<file path="config.mk">
export PLATFORM = sky130hd
export DESIGN_NAME = timer_cd_io_status
export DESIGN_NICKNAME = d
export VERILOG_FILES = /design/src/timer_cd_pkg.sv /design/src/timer_cd_io_status.sv
export VERILOG_INCLUDE_DIRS = /design/src
export SDC_FILE = /design/constraint.sdc
export NUM_CORES = 1
export LEC_CHECK = 0
export BUFFER_PORTS_ARGS = -buffer_cell sky130_fd_sc_hd__buf_2
export CAP_MARGIN = 10
export CORE_UTILIZATION = 45
export CTS_CLUSTER_DIAMETER = 100
export DETAILED_ROUTE_END_ITERATION = 6
export PLACE_DENSITY = 0.74
export SYNTH_ARGS = -nofsm -noshare
export SYNTH_HDL_FRONTEND = slang
export SYNTH_SLANG_ARGS = --single-unit
export TNS_END_PERCENT = 100
</file>
<file path="constraint.sdc">
create_clock -name core_clk_i -period 2.3 [get_ports core_clk_i]
set_input_delay 0.115 -clock core_clk_i [delete_from_list [all_inputs] [get_ports core_clk_i]]
set_output_delay 0.115 -clock core_clk_i [all_outputs]
set_load 0.02 [all_outputs]
</file>
<file path="src/timer_cd_defines.svh">
`ifndef TIMER_CD_DEFINES_SVH
`define TIMER_CD_DEFINES_SVH

// Register byte offsets inside one channel window, and the channel window stride.
`define OFS_GR_CD_IO_CONTROL 4'h0
`define OFS_TIMER_STATUS_FLAGS 4'h4
`define OFS_TIMER_IRQ_ENABLE 4'h8
`define CH_SELECT_BIT 4

// Field positions.
`define IO_C_LSB 0
`define IO_D_LSB 4
`define FLAG_A_BIT 0
`define FLAG_B_BIT 1
`define FLAG_C_BIT 2
`define FLAG_D_BIT 3
`define FLAG_WRAP_BIT 4
`define FLAG_BELOW_ZERO_BIT 5
`define WRAP_IRQ_ENABLE_BIT 4

// Reserved bits that read as one, writable masks and reset values.
`define IO_RESERVED_ONES 8'h88
`define IO_WRITE_MASK 8'h77
`define IO_RESET 8'h00
`define STATUS_RESERVED_ONES_CH0 8'hE0
`define STATUS_RESERVED_ONES_CH1 8'hC0
`define FLAG_MASK_CH0 6'h1F
`define FLAG_MASK_CH1 6'h3F
`define FLAG_RESET 6'h00
`define IRQ_ENABLE_RESERVED_ONES 8'hE0
`define IRQ_ENABLE_WRITE_MASK 8'h1F
`define IRQ_ENABLE_RESET 8'h00

`endif

</file>
<file path="src/timer_cd_pkg.sv">
package timer_cd_pkg;

	typedef logic [2:0] io_select_t;

	typedef enum logic [2:0] {
		IO_NO_OUTPUT,
		IO_DRIVE_LOW,
		IO_DRIVE_HIGH,
		IO_TOGGLE,
		IO_CAPTURE_RISE,
		IO_CAPTURE_FALL,
		IO_CAPTURE_BOTH
	} io_action_t;

	typedef logic [5:0] flag_vec_t;

endpackage

</file>
<file path="src/timer_cd_io_status.sv">
`timescale 1ns/10ps
`include "timer_cd_defines.svh"

module timer_cd_io_status import timer_cd_pkg::*; (
	input wire logic core_clk_i,
	input wire logic reset_i,
	input wire logic psel_i,
	input wire logic penable_i,
	input wire logic pwrite_i,
	input wire logic [7:0] paddr_i,
	input wire logic [31:0] pwdata_i,
	input wire logic [3:0] pstrb_i,
	output logic pready_o,
	output logic [31:0] prdata_o,
	output logic pslverr_o,
	input wire logic [1:0] pwm_mode_i,
	input wire logic [1:0][15:0] timer_counter_i,
	input wire logic [1:0][15:0] general_reg_c_i,
	input wire logic [1:0][15:0] general_reg_d_i,
	input wire logic [1:0] match_capture_a_i,
	input wire logic [1:0] match_capture_b_i,
	input wire logic [1:0] count_wrap_i,
	input wire logic channel1_below_zero_i,
	input wire logic [1:0] timer_pin_c_i,
	input wire logic [1:0] timer_pin_d_i,
	output logic [1:0] timer_pin_c_o,
	output logic [1:0] timer_pin_c_oe_n_o,
	output logic [1:0] timer_pin_d_o,
	output logic [1:0] timer_pin_d_oe_n_o,
	output logic [1:0] capture_c_o,
	output logic [1:0][15:0] capture_c_value_o,
	output logic [1:0] capture_d_o,
	output logic [1:0][15:0] capture_d_value_o,
	output logic irq_o
);

	function automatic io_action_t decode_io(input io_select_t sel);
		io_action_t act;
		unique case (sel)
			3'h0: act = IO_NO_OUTPUT;
			3'h1: act = IO_DRIVE_LOW;
			3'h2: act = IO_DRIVE_HIGH;
			3'h3: act = IO_TOGGLE;
			3'h4: act = IO_CAPTURE_RISE;
			3'h5: act = IO_CAPTURE_FALL;
			3'h6: act = IO_CAPTURE_BOTH;
			3'h7: act = IO_CAPTURE_BOTH;
		endcase
		return act;
	endfunction

	// Capture edge qualification for one general register.
	function automatic logic capture_hit(input io_action_t act, input logic rise, input logic fall);
		return ((act == IO_CAPTURE_RISE) && rise) || ((act == IO_CAPTURE_FALL) && fall) ||
			((act == IO_CAPTURE_BOTH) && (rise || fall));
	endfunction

	// Pin level after a compare match for one general register.
	function automatic logic pin_on_match(input io_action_t act, input logic cur);
		logic nxt;
		nxt = cur;
		if (act == IO_DRIVE_LOW) begin
			nxt = 1'b0;
		end else if (act == IO_DRIVE_HIGH) begin
			nxt = 1'b1;
		end else if (act == IO_TOGGLE) begin
			nxt = ~cur;
		end
		return nxt;
	endfunction

	function automatic logic drives_pin(input io_action_t act);
		return (act == IO_DRIVE_LOW) || (act == IO_DRIVE_HIGH) || (act == IO_TOGGLE);
	endfunction

	// Bus side state.
	logic pready_r;
	logic [31:0] prdata_r;
	logic pslverr_r;
	logic [1:0][7:0] io_r;
	logic [1:0][7:0] irq_en_r;
	flag_vec_t [1:0] flag_r;
	flag_vec_t [1:0] armed_r;
	logic irq_r;

	// Pin side state.
	logic [1:0] pin_c_s1_r;
	logic [1:0] pin_c_s2_r;
	logic [1:0] pin_c_s3_r;
	logic [1:0] pin_d_s1_r;
	logic [1:0] pin_d_s2_r;
	logic [1:0] pin_d_s3_r;
	logic [1:0] pin_c_r;
	logic [1:0] pin_d_r;
	logic [1:0] pin_c_oe_n_r;
	logic [1:0] pin_d_oe_n_r;
	logic [1:0] cap_c_r;
	logic [1:0] cap_d_r;
	logic [1:0][15:0] cap_c_val_r;
	logic [1:0][15:0] cap_d_val_r;

	// APB decode. The slave answers with one wait state so read data comes from a flop.
	wire access = psel_i && penable_i;
	wire first_access = access && !pready_r;
	wire done = access && pready_r;
	wire [3:0] reg_ofs = {paddr_i[3:2], 2'b00};
	wire bus_ch = paddr_i[`CH_SELECT_BIT];
	wire addr_hit = (paddr_i[7:5] == 3'h0) && (paddr_i[1:0] == 2'h0) &&
		(reg_ofs != 4'hC);
	wire wr_ok = done && pwrite_i && addr_hit && pstrb_i[0];
	wire rd_ok = done && !pwrite_i && addr_hit;
	wire sel_io = reg_ofs == `OFS_GR_CD_IO_CONTROL;
	wire sel_status = reg_ofs == `OFS_TIMER_STATUS_FLAGS;
	wire sel_en = reg_ofs == `OFS_TIMER_IRQ_ENABLE;

	wire [7:0] status_ch0_rd = `STATUS_RESERVED_ONES_CH0 | {2'b00, flag_r[0]};
	wire [7:0] status_ch1_rd = `STATUS_RESERVED_ONES_CH1 | {2'b00, flag_r[1]};
	wire [7:0] status_rd = bus_ch ? status_ch1_rd : status_ch0_rd;
	wire [7:0] io_rd = io_r[bus_ch] | `IO_RESERVED_ONES;
	wire [7:0] en_rd = irq_en_r[bus_ch] | `IRQ_ENABLE_RESERVED_ONES;
	wire [7:0] byte_rd = sel_io ? io_rd : (sel_status ? status_rd : (sel_en ? en_rd : 8'h00));
	wire [31:0] rdata = addr_hit ? {24'h000000, byte_rd} : 32'h00000000;

	always_ff @(posedge core_clk_i) begin
		if (reset_i) begin
			pready_r <= 1'b0;
			prdata_r <= 32'h00000000;
			pslverr_r <= 1'b0;
		end else begin
			pready_r <= first_access;
			pslverr_r <= first_access && !addr_hit;
			if (first_access) begin
				prdata_r <= rdata;
			end
		end
	end

	genvar ch;
	generate
		for (ch = 0; ch < 2; ch++) begin : g_ch
			wire io_en = !pwm_mode_i[ch];
			wire io_c_cap = io_en && io_r[ch][`IO_C_LSB + 2];
			wire io_d_cap = io_en && io_r[ch][`IO_D_LSB + 2];
			wire io_action_t act_c = decode_io(io_r[ch][`IO_C_LSB +: 3]);
			wire io_action_t act_d = decode_io(io_r[ch][`IO_D_LSB +: 3]);
			wire rise_c = pin_c_s2_r[ch] && !pin_c_s3_r[ch];
			wire fall_c = !pin_c_s2_r[ch] && pin_c_s3_r[ch];
			wire rise_d = pin_d_s2_r[ch] && !pin_d_s3_r[ch];
			wire fall_d = !pin_d_s2_r[ch] && pin_d_s3_r[ch];
			wire cap_c = io_c_cap && capture_hit(act_c, rise_c, fall_c);
			wire cap_d = io_d_cap && capture_hit(act_d, rise_d, fall_d);
			wire cmp_c = !io_c_cap && (timer_counter_i[ch] == general_reg_c_i[ch]);
			wire cmp_d = !io_d_cap && (timer_counter_i[ch] == general_reg_d_i[ch]);
			wire drive_c = io_en && drives_pin(act_c);
			wire drive_d = io_en && drives_pin(act_d);
			wire below_zero = (ch == 1) ? channel1_below_zero_i : 1'b0;
			wire [5:0] flag_mask = (ch == 1) ? `FLAG_MASK_CH1 : `FLAG_MASK_CH0;
			wire flag_vec_t set_vec = {below_zero, count_wrap_i[ch], cap_d || cmp_d, cap_c || cmp_c,
				match_capture_b_i[ch], match_capture_a_i[ch]};
			wire ch_hit = bus_ch == 1'(ch);
			wire wr_status = wr_ok && ch_hit && sel_status;
			wire rd_status = rd_ok && ch_hit && sel_status;
			wire flag_vec_t clr_vec = wr_status ? (~pwdata_i[5:0] & armed_r[ch]) : 6'h00;
			wire flag_vec_t flag_nxt = (set_vec | (flag_r[ch] & ~clr_vec)) & flag_mask;
			wire flag_vec_t arm_vec = rd_status ? (prdata_r[5:0] & flag_r[ch]) : 6'h00;
			wire flag_vec_t armed_nxt = (armed_r[ch] | arm_vec) & ~clr_vec & flag_nxt;

			always_ff @(posedge core_clk_i) begin
				if (reset_i) begin
					io_r[ch] <= `IO_RESET;
					irq_en_r[ch] <= `IRQ_ENABLE_RESET;
					flag_r[ch] <= `FLAG_RESET;
					armed_r[ch] <= `FLAG_RESET;
				end else begin
					if (wr_ok && ch_hit && sel_io) begin
						io_r[ch] <= pwdata_i[7:0] & `IO_WRITE_MASK;
					end
					if (wr_ok && ch_hit && sel_en) begin
						irq_en_r[ch] <= pwdata_i[7:0] & `IRQ_ENABLE_WRITE_MASK;
					end
					flag_r[ch] <= flag_nxt;
					armed_r[ch] <= armed_nxt;
				end
			end

			always_ff @(posedge core_clk_i) begin
				if (reset_i) begin
					pin_c_s1_r[ch] <= 1'b0;
					pin_c_s2_r[ch] <= 1'b0;
					pin_c_s3_r[ch] <= 1'b0;
					pin_d_s1_r[ch] <= 1'b0;
					pin_d_s2_r[ch] <= 1'b0;
					pin_d_s3_r[ch] <= 1'b0;
				end else begin
					pin_c_s1_r[ch] <= timer_pin_c_i[ch];
					pin_c_s2_r[ch] <= pin_c_s1_r[ch];
					pin_c_s3_r[ch] <= pin_c_s2_r[ch];
					pin_d_s1_r[ch] <= timer_pin_d_i[ch];
					pin_d_s2_r[ch] <= pin_d_s1_r[ch];
					pin_d_s3_r[ch] <= pin_d_s2_r[ch];
				end
			end

			always_ff @(posedge core_clk_i) begin
				if (reset_i) begin
					pin_c_r[ch] <= 1'b0;
					pin_d_r[ch] <= 1'b0;
					pin_c_oe_n_r[ch] <= 1'b1;
					pin_d_oe_n_r[ch] <= 1'b1;
				end else begin
					pin_c_oe_n_r[ch] <= !drive_c;
					pin_d_oe_n_r[ch] <= !drive_d;
					if (drive_c && cmp_c) begin
						pin_c_r[ch] <= pin_on_match(act_c, pin_c_r[ch]);
					end
					if (drive_d && cmp_d) begin
						pin_d_r[ch] <= pin_on_match(act_d, pin_d_r[ch]);
					end
				end
			end

			always_ff @(posedge core_clk_i) begin
				if (reset_i) begin
					cap_c_r[ch] <= 1'b0;
					cap_d_r[ch] <= 1'b0;
					cap_c_val_r[ch] <= 16'h0000;
					cap_d_val_r[ch] <= 16'h0000;
				end else begin
					cap_c_r[ch] <= cap_c;
					cap_d_r[ch] <= cap_d;
					if (cap_c) begin
						cap_c_val_r[ch] <= timer_counter_i[ch];
					end
					if (cap_d) begin
						cap_d_val_r[ch] <= timer_counter_i[ch];
					end
				end
			end
		end
	endgenerate

	// Bit 4 of the channel 1 enable gates both the wrap and the below-zero flag; channel 0 masks below-zero off.
	wire [5:0] irq_mask0 = {1'b0, irq_en_r[0][4:0]};
	wire [5:0] irq_mask1 = {irq_en_r[1][`WRAP_IRQ_ENABLE_BIT], irq_en_r[1][4:0]};
	wire irq_nxt = |(flag_r[0] & irq_mask0) || |(flag_r[1] & irq_mask1);

	always_ff @(posedge core_clk_i) begin
		if (reset_i) begin
			irq_r <= 1'b0;
		end else begin
			irq_r <= irq_nxt;
		end
	end

	assign pready_o = pready_r;
	assign prdata_o = prdata_r;
	assign pslverr_o = pslverr_r;
	assign timer_pin_c_o = pin_c_r;
	assign timer_pin_c_oe_n_o = pin_c_oe_n_r;
	assign timer_pin_d_o = pin_d_r;
	assign timer_pin_d_oe_n_o = pin_d_oe_n_r;
	assign capture_c_o = cap_c_r;
	assign capture_c_value_o = cap_c_val_r;
	assign capture_d_o = cap_d_r;
	assign capture_d_value_o = cap_d_val_r;
	assign irq_o = irq_r;

endmodule

</file>
# Word-level counts from Yosys, hierarchy flattened
# Memories as Yosys holds them, arrays and structs flattened. A register that Yosys moved wholly into a read port is not among the register bits.
# Index checks and enable logic that the tools add are counted.
# word_totals
register_bits	168
mem_bits_ro	96
input_bits	158
output_inout_bits	111
mem_count	4
# memory_table
memory	words	word_bits	read_ports	rd_ports_with_merged_regs	wr	line_no	text
(name not given)	8	3	1	1	0	timer_cd_io_status.sv:39	unique case (sel)
(name not given)	8	3	1	1	0	timer_cd_io_status.sv:39	
(name not given)	8	3	1	1	0	timer_cd_io_status.sv:39	
(name not given)	8	3	1	1	0	timer_cd_io_status.sv:39	
# op_classes
n_lt_le_gt_ge	1
n_eq_ne	31
muxes	33
bitwise	24
n_reduce_logical	122
# ops
cell	count
16-bit equality test	4
1-bit logical AND	63
6-bit bitwise AND	8
3-bit equality test, second input constant	12
8-bit two-way mux	4
6-bit two-way mux	5
1-bit logical OR	25
3-bit by 2-bit equality test with 1-bit output, second input constant	8
3-bit two-way mux	8
1-bit logical NOT	21
6-bit inverter	3
6-bit bitwise OR	3
7-bit two-way mux	2
6-bit by 5-bit bitwise AND with 6-bit output	2
3-bit by 1-bit equality test with 1-bit output, second input constant	4
1-bit two-way mux	12
3-bit nonzero test	4
6-bit OR reduction	2
5-bit bitwise AND	2
5-bit two-way mux	2
2-bit AND reduction	4
1-bit inverter	5
5-bit bitwise OR	1
4-bit logical NOT	1
6 further kinds	6

# Logic depth before layout (Yosys ltp)
# depth
depth_word	12
ltp_mapped	9
mapped_depth_nobuf	7

# Worst setup path after synthesis
# OpenSTA, ideal clock, no wires.
# synth_timing
kind	reg-to-reg
startpoint	register pin_d_s2_r[0]
endpoint	register cap_d_val_r, in the netlist capture_d_value_o[10]
setup_ps	128
arrival_time_ps	1668
required_ps	2172
path_slack_ps	505
stages_incl_launch_ff	10
n_path_buf	2
path_cell_list	dfxtp_1 > inv_1 > ha_1 > and2_1 > o32ai_1 > nand3_1 > buf_2 > buf_6 > mux2i_1 > nor2_1
# synth_via
elab_chain_cells	6
word_cells_on_any_way	10
cone_classes	10 x reduce/logical
# synth_lines
element	line_no	text
start: declaration	timer_cd_io_status.sv:91	logic [1:0] pin_d_s2_r;
start signal: indexed assignment	timer_cd_io_status.sv:199	pin_d_s2_r[ch] <= pin_d_s1_r[ch];
1-bit logical NOT	timer_cd_io_status.sv:149	wire fall_d = !pin_d_s2_r[ch] && pin_d_s3_r[ch];
1-bit logical AND	timer_cd_io_status.sv:149	
1-bit logical AND / 1-bit logical OR (equally long branches)	timer_cd_io_status.sv:54, timer_cd_io_status.sv:55	
1-bit logical OR / 1-bit logical AND (equally long branches)	timer_cd_io_status.sv:54, timer_cd_io_status.sv:55	
1-bit logical OR (*)	timer_cd_io_status.sv:54	return ((act == IO_CAPTURE_RISE) && rise) || ((act == IO_CAPTURE_FALL) && fall) ||
1-bit logical AND (*)	timer_cd_io_status.sv:151	wire cap_d = io_d_cap && capture_hit(act_d, rise_d, fall_d);
end signal: indexed assignment	timer_cd_io_status.sv:235	cap_d_val_r[ch] <= timer_counter_i[ch];
end: declaration	timer_cd_io_status.sv:100	logic [1:0][15:0] cap_d_val_r;
# Every way passes the cells marked *; elsewhere a longest branch is shown, timed or not.
# A chain may end at the register's enable or synchronous reset.

# Worst setup path in the final report
# layout_timing
startpoint	register pin_c_s2_r[0]
endpoint	register cap_c_val_r, in the netlist capture_c_value_o[1]
# layout_via
elab_chain_cells	6
word_cells_on_any_way	10
cone_classes	10 x reduce/logical
# layout_lines
element	line_no	text
start: declaration	timer_cd_io_status.sv:88	logic [1:0] pin_c_s2_r;
start signal: indexed assignment	timer_cd_io_status.sv:196	pin_c_s2_r[ch] <= pin_c_s1_r[ch];
1-bit logical NOT	timer_cd_io_status.sv:147	wire fall_c = !pin_c_s2_r[ch] && pin_c_s3_r[ch];
1-bit logical AND	timer_cd_io_status.sv:147	
1-bit logical AND / 1-bit logical OR (equally long branches)	timer_cd_io_status.sv:54, timer_cd_io_status.sv:55	
1-bit logical OR / 1-bit logical AND (equally long branches)	timer_cd_io_status.sv:54, timer_cd_io_status.sv:55	
1-bit logical OR (*)	timer_cd_io_status.sv:54	
1-bit logical AND (*)	timer_cd_io_status.sv:150	wire cap_c = io_c_cap && capture_hit(act_c, rise_c, fall_c);
end signal: indexed assignment	timer_cd_io_status.sv:232	cap_c_val_r[ch] <= timer_counter_i[ch];
end: declaration	timer_cd_io_status.sv:99	logic [1:0][15:0] cap_c_val_r;
# Marked as above.

==> flow_metrics.tcl <==
set metrics [dict create \
    outcome "finished, final reports clean" \
    cp_max_fo 18 \
    setup_viol 0 \
    required_ns 2.59 \
    seq_area_um2 3100 \
    synthArstFlopShare 0 \
    ant_nets 0 \
    firstDrtPassIters 6 \
    cts_tree "built" \
    synth.avg_cell_area_um2 9.37 \
    cts_buffers 17 \
    syn_to_final_growth_pct 27.7 \
    clk_pin_slew_ns 0.06 \
    tightest_slew_ns 0.740 \
    place_ws_ns 0.380 \
    clk_latency_ns 0.42 \
    multiInputGateArea_um2 3670 \
    hold_class "in -> reg" \
    worst_path_dominant_cell_family "compound AO/OA/AOI/OAI gates" \
    grt_first_pass_wirelength_um 29000 \
    dp_cells 1163 \
    clk_path_buf_depth 2 \
    synth.ff_latch_count 155 \
    start_kind "register" \
    cts.repair.resized 0 \
    die_w_um 128 \
    grt_overflow 0 \
    yosysSeqAreaShare 0.436 \
    hpwlAfterDp_um 13000 \
    wl_um 18100 \
    cpPeakStageDelay_ns 0.34 \
    max_slew_margin 0.506 \
    antenna_found_initial 1 \
    dieArea_um2 16300 \
    fillers 1400 \
    critPathArrivalTime_ns 2.23 \
    cts-root-buf "clkbuf_16" \
    critical-path-slowest-cell "o32ai_1" \
    num_io_pins 269 \
    vias_per_cell 5.05 \
    period_minus_slack_ns 1.94 \
    fmax_mhz 515 \
    die_y_um 128 \
    rows 45 \
    syn_inst 760 \
    power.density_nw_per_um2 659 \
    io_buffers 216 \
    yosysWarnings 0 \
    synthFlopType "dfxtp_1" \
    route.vias.total 6136 \
    design_area_um2 9090 \
    period_share 0.844 \
    clock_skew_ns 0.00606 \
    finalWeightedCongestion 0.844 \
    grt_pass1_vias 5889 \
    mostFrequentLayoutCell "buf_2" \
    synth_edf_count 0 \
    mostFrequentLayoutCells "buf_2, dfxtp_1, nor2_1, mux2i_1, xor2_1" \
    drt_iter0_drc 321 \
    grt_max_degree 140 \
    r2r_slack_ns 0.36 \
    cts_max_level 4 \
    p_leak_uw 0.00423 \
    crit_path_end_kind "register" \
    core_um2 15300 \
    path_class "reg -> reg" \
    detail_route.wl_per_cell_um 14.9 \
    grt_usage 0.226 \
    final_hold_viol_count 0 \
    rsz0062_at_grt "false" \
    cts_sinks 155 \
    drv_slew 0 \
    crit_chain "inv_1 > ha_1 > and2_1 > o32ai_1 > nand3_1 > buf_4 > mux2i_1 > nor2_1" \
    dpl-instance-area_um2 8300 \
    syn_area_um2 7120 \
    drive_gt1_frac 0.270 \
    ys_types 53 \
    initial_core_util 0.465 \
    layout.nets 1161 \
    final_cells 1216 \
    final.setup.tns_ns 0 \
    ir_drop_mv 0.581 \
    setup_slack_ns 0.359 \
    cap_violations 0 \
    critical_path_buf_inv_count 2 \
    drc_errors 0 \
]
tightest hold or removal path: stages:
cell and delay (ns):
buf_2 0.13, mux2i_1 0.08, nor2_1 0.07
sequential cells by signal (all words and copies together), names as in the netlist, 2 cells and up:
register            count
armed_r                11
capture_c_o             2
pin_c_s1_r              2
pin_d_s2_r              2
io_r                   12
prdata_o                8
g_ch.act_d              6
pin_c_s2_r              2
timer_pin_c_oe_n_o      2
pin_c_s3_r              2
timer_pin_d_o           2
capture_d_o             2
irq_en_r               10
timer_pin_c_o           2
flag_r                 11
pin_d_s1_r              2
g_ch.act_c              6
capture_d_value_o      32
pin_d_s3_r              2
capture_c_value_o      32
timer_pin_d_oe_n_o      2
final cells by class:
class,count,share of cell area
Tap cell,211,0.0290
Antenna cell,1,0.000275
Clock buffer,23,0.0526
Inverter,16,0.00661
Sequential cell,155,0.341
Timing Repair Buffer,248,0.154
Multi-Input combinational cell,553,0.404
Clock inverter,9,0.0125
per-layer routing:
layer	global-route usage	share of wire	up-vias
met4	0.0844	0.024	0
met3	0.0568	0.050	38
met1	0.280	0.44	2897
met5	0	0	-
met2	0.378	0.49	185
li1	-	-	3016
cell families (layout without fill, tap and decap cells):
kind of cell	count (synthesis)	after routing	share of synthesized area
flip-flops	155	155	0.436
XOR/XNOR	64	64	0.0787
adder cells (fa/ha/maj)	12	12	0.0211
multiplexers	106	106	0.150
AO/OA/AOI/OAI	84	84	0.0745
AND/OR/NAND/NOR	263	263	0.178
other	1	25	0.000527
buffers and inverters	75	296	0.0610
Yosys cell counts (12+ instances only):
cell      number  area, um^2
a21oi_1       22         110
mux2i_1      100        1000
ha_1          12         150
nand3_1       14        70.1
dfxtp_1      155        3100
nand2_1       37         139
o21ai_0       25         125
xor2_1        48         420
nor3_1        12        60.1
clkbuf_1      17        63.8
xnor2_1       16         140
nor2b_1       13        81.3
buf_4         31         233
nor2_1       129         484
inv_1         16        60.1
what timing repair did:
| action | in CTS | in global routing |
|---|---|---|
| hold buffers | 20 | 0 |
| setup buffers | 0 | 0 |
| hold endpoints to repair | 25 | 0 |
power by group:
part,internal (uW),switching [uW],total [uW]
registers,2700,15.5,2720
clock network,1690,1080,2770
logic,212,284,497
total,4600,1380,5990
per-stage QoR:
step | hold WS, ns | power [uW] | utilization
after floorplan | 0.232 | 3050 | -
after global placement | 0.329 | 3240 | 0.542
after detailed placement | 0.335 | 3240 | 0.542
after CTS | 0.000694 | 6020 | 0.593
after global routing | 0.0133 | 6190 | 0.594
final | 0.00933 | 5990 | 0.594
path summary, 6_finish.rpt:
kind | start | end | cells past startpoint
worst max-delay path | pin_c_s2_r[0]$_SDFF_PP0_ | capture_c_value_o[1]$_SDFFE_PP0P_ | 8
worst min-delay path | timer_counter_i[7] | capture_c_value_o[7]$_SDFFE_PP0P_ | 3
worst max register to register | pin_c_s2_r[0]$_SDFF_PP0_ | capture_c_value_o[1]$_SDFFE_PP0P_ | 8
worst min register to register | pin_d_s1_r[0]$_SDFF_PP0_ | pin_d_s2_r[0]$_SDFF_PP0_ | 1
(Power assumes the default switching activity.)
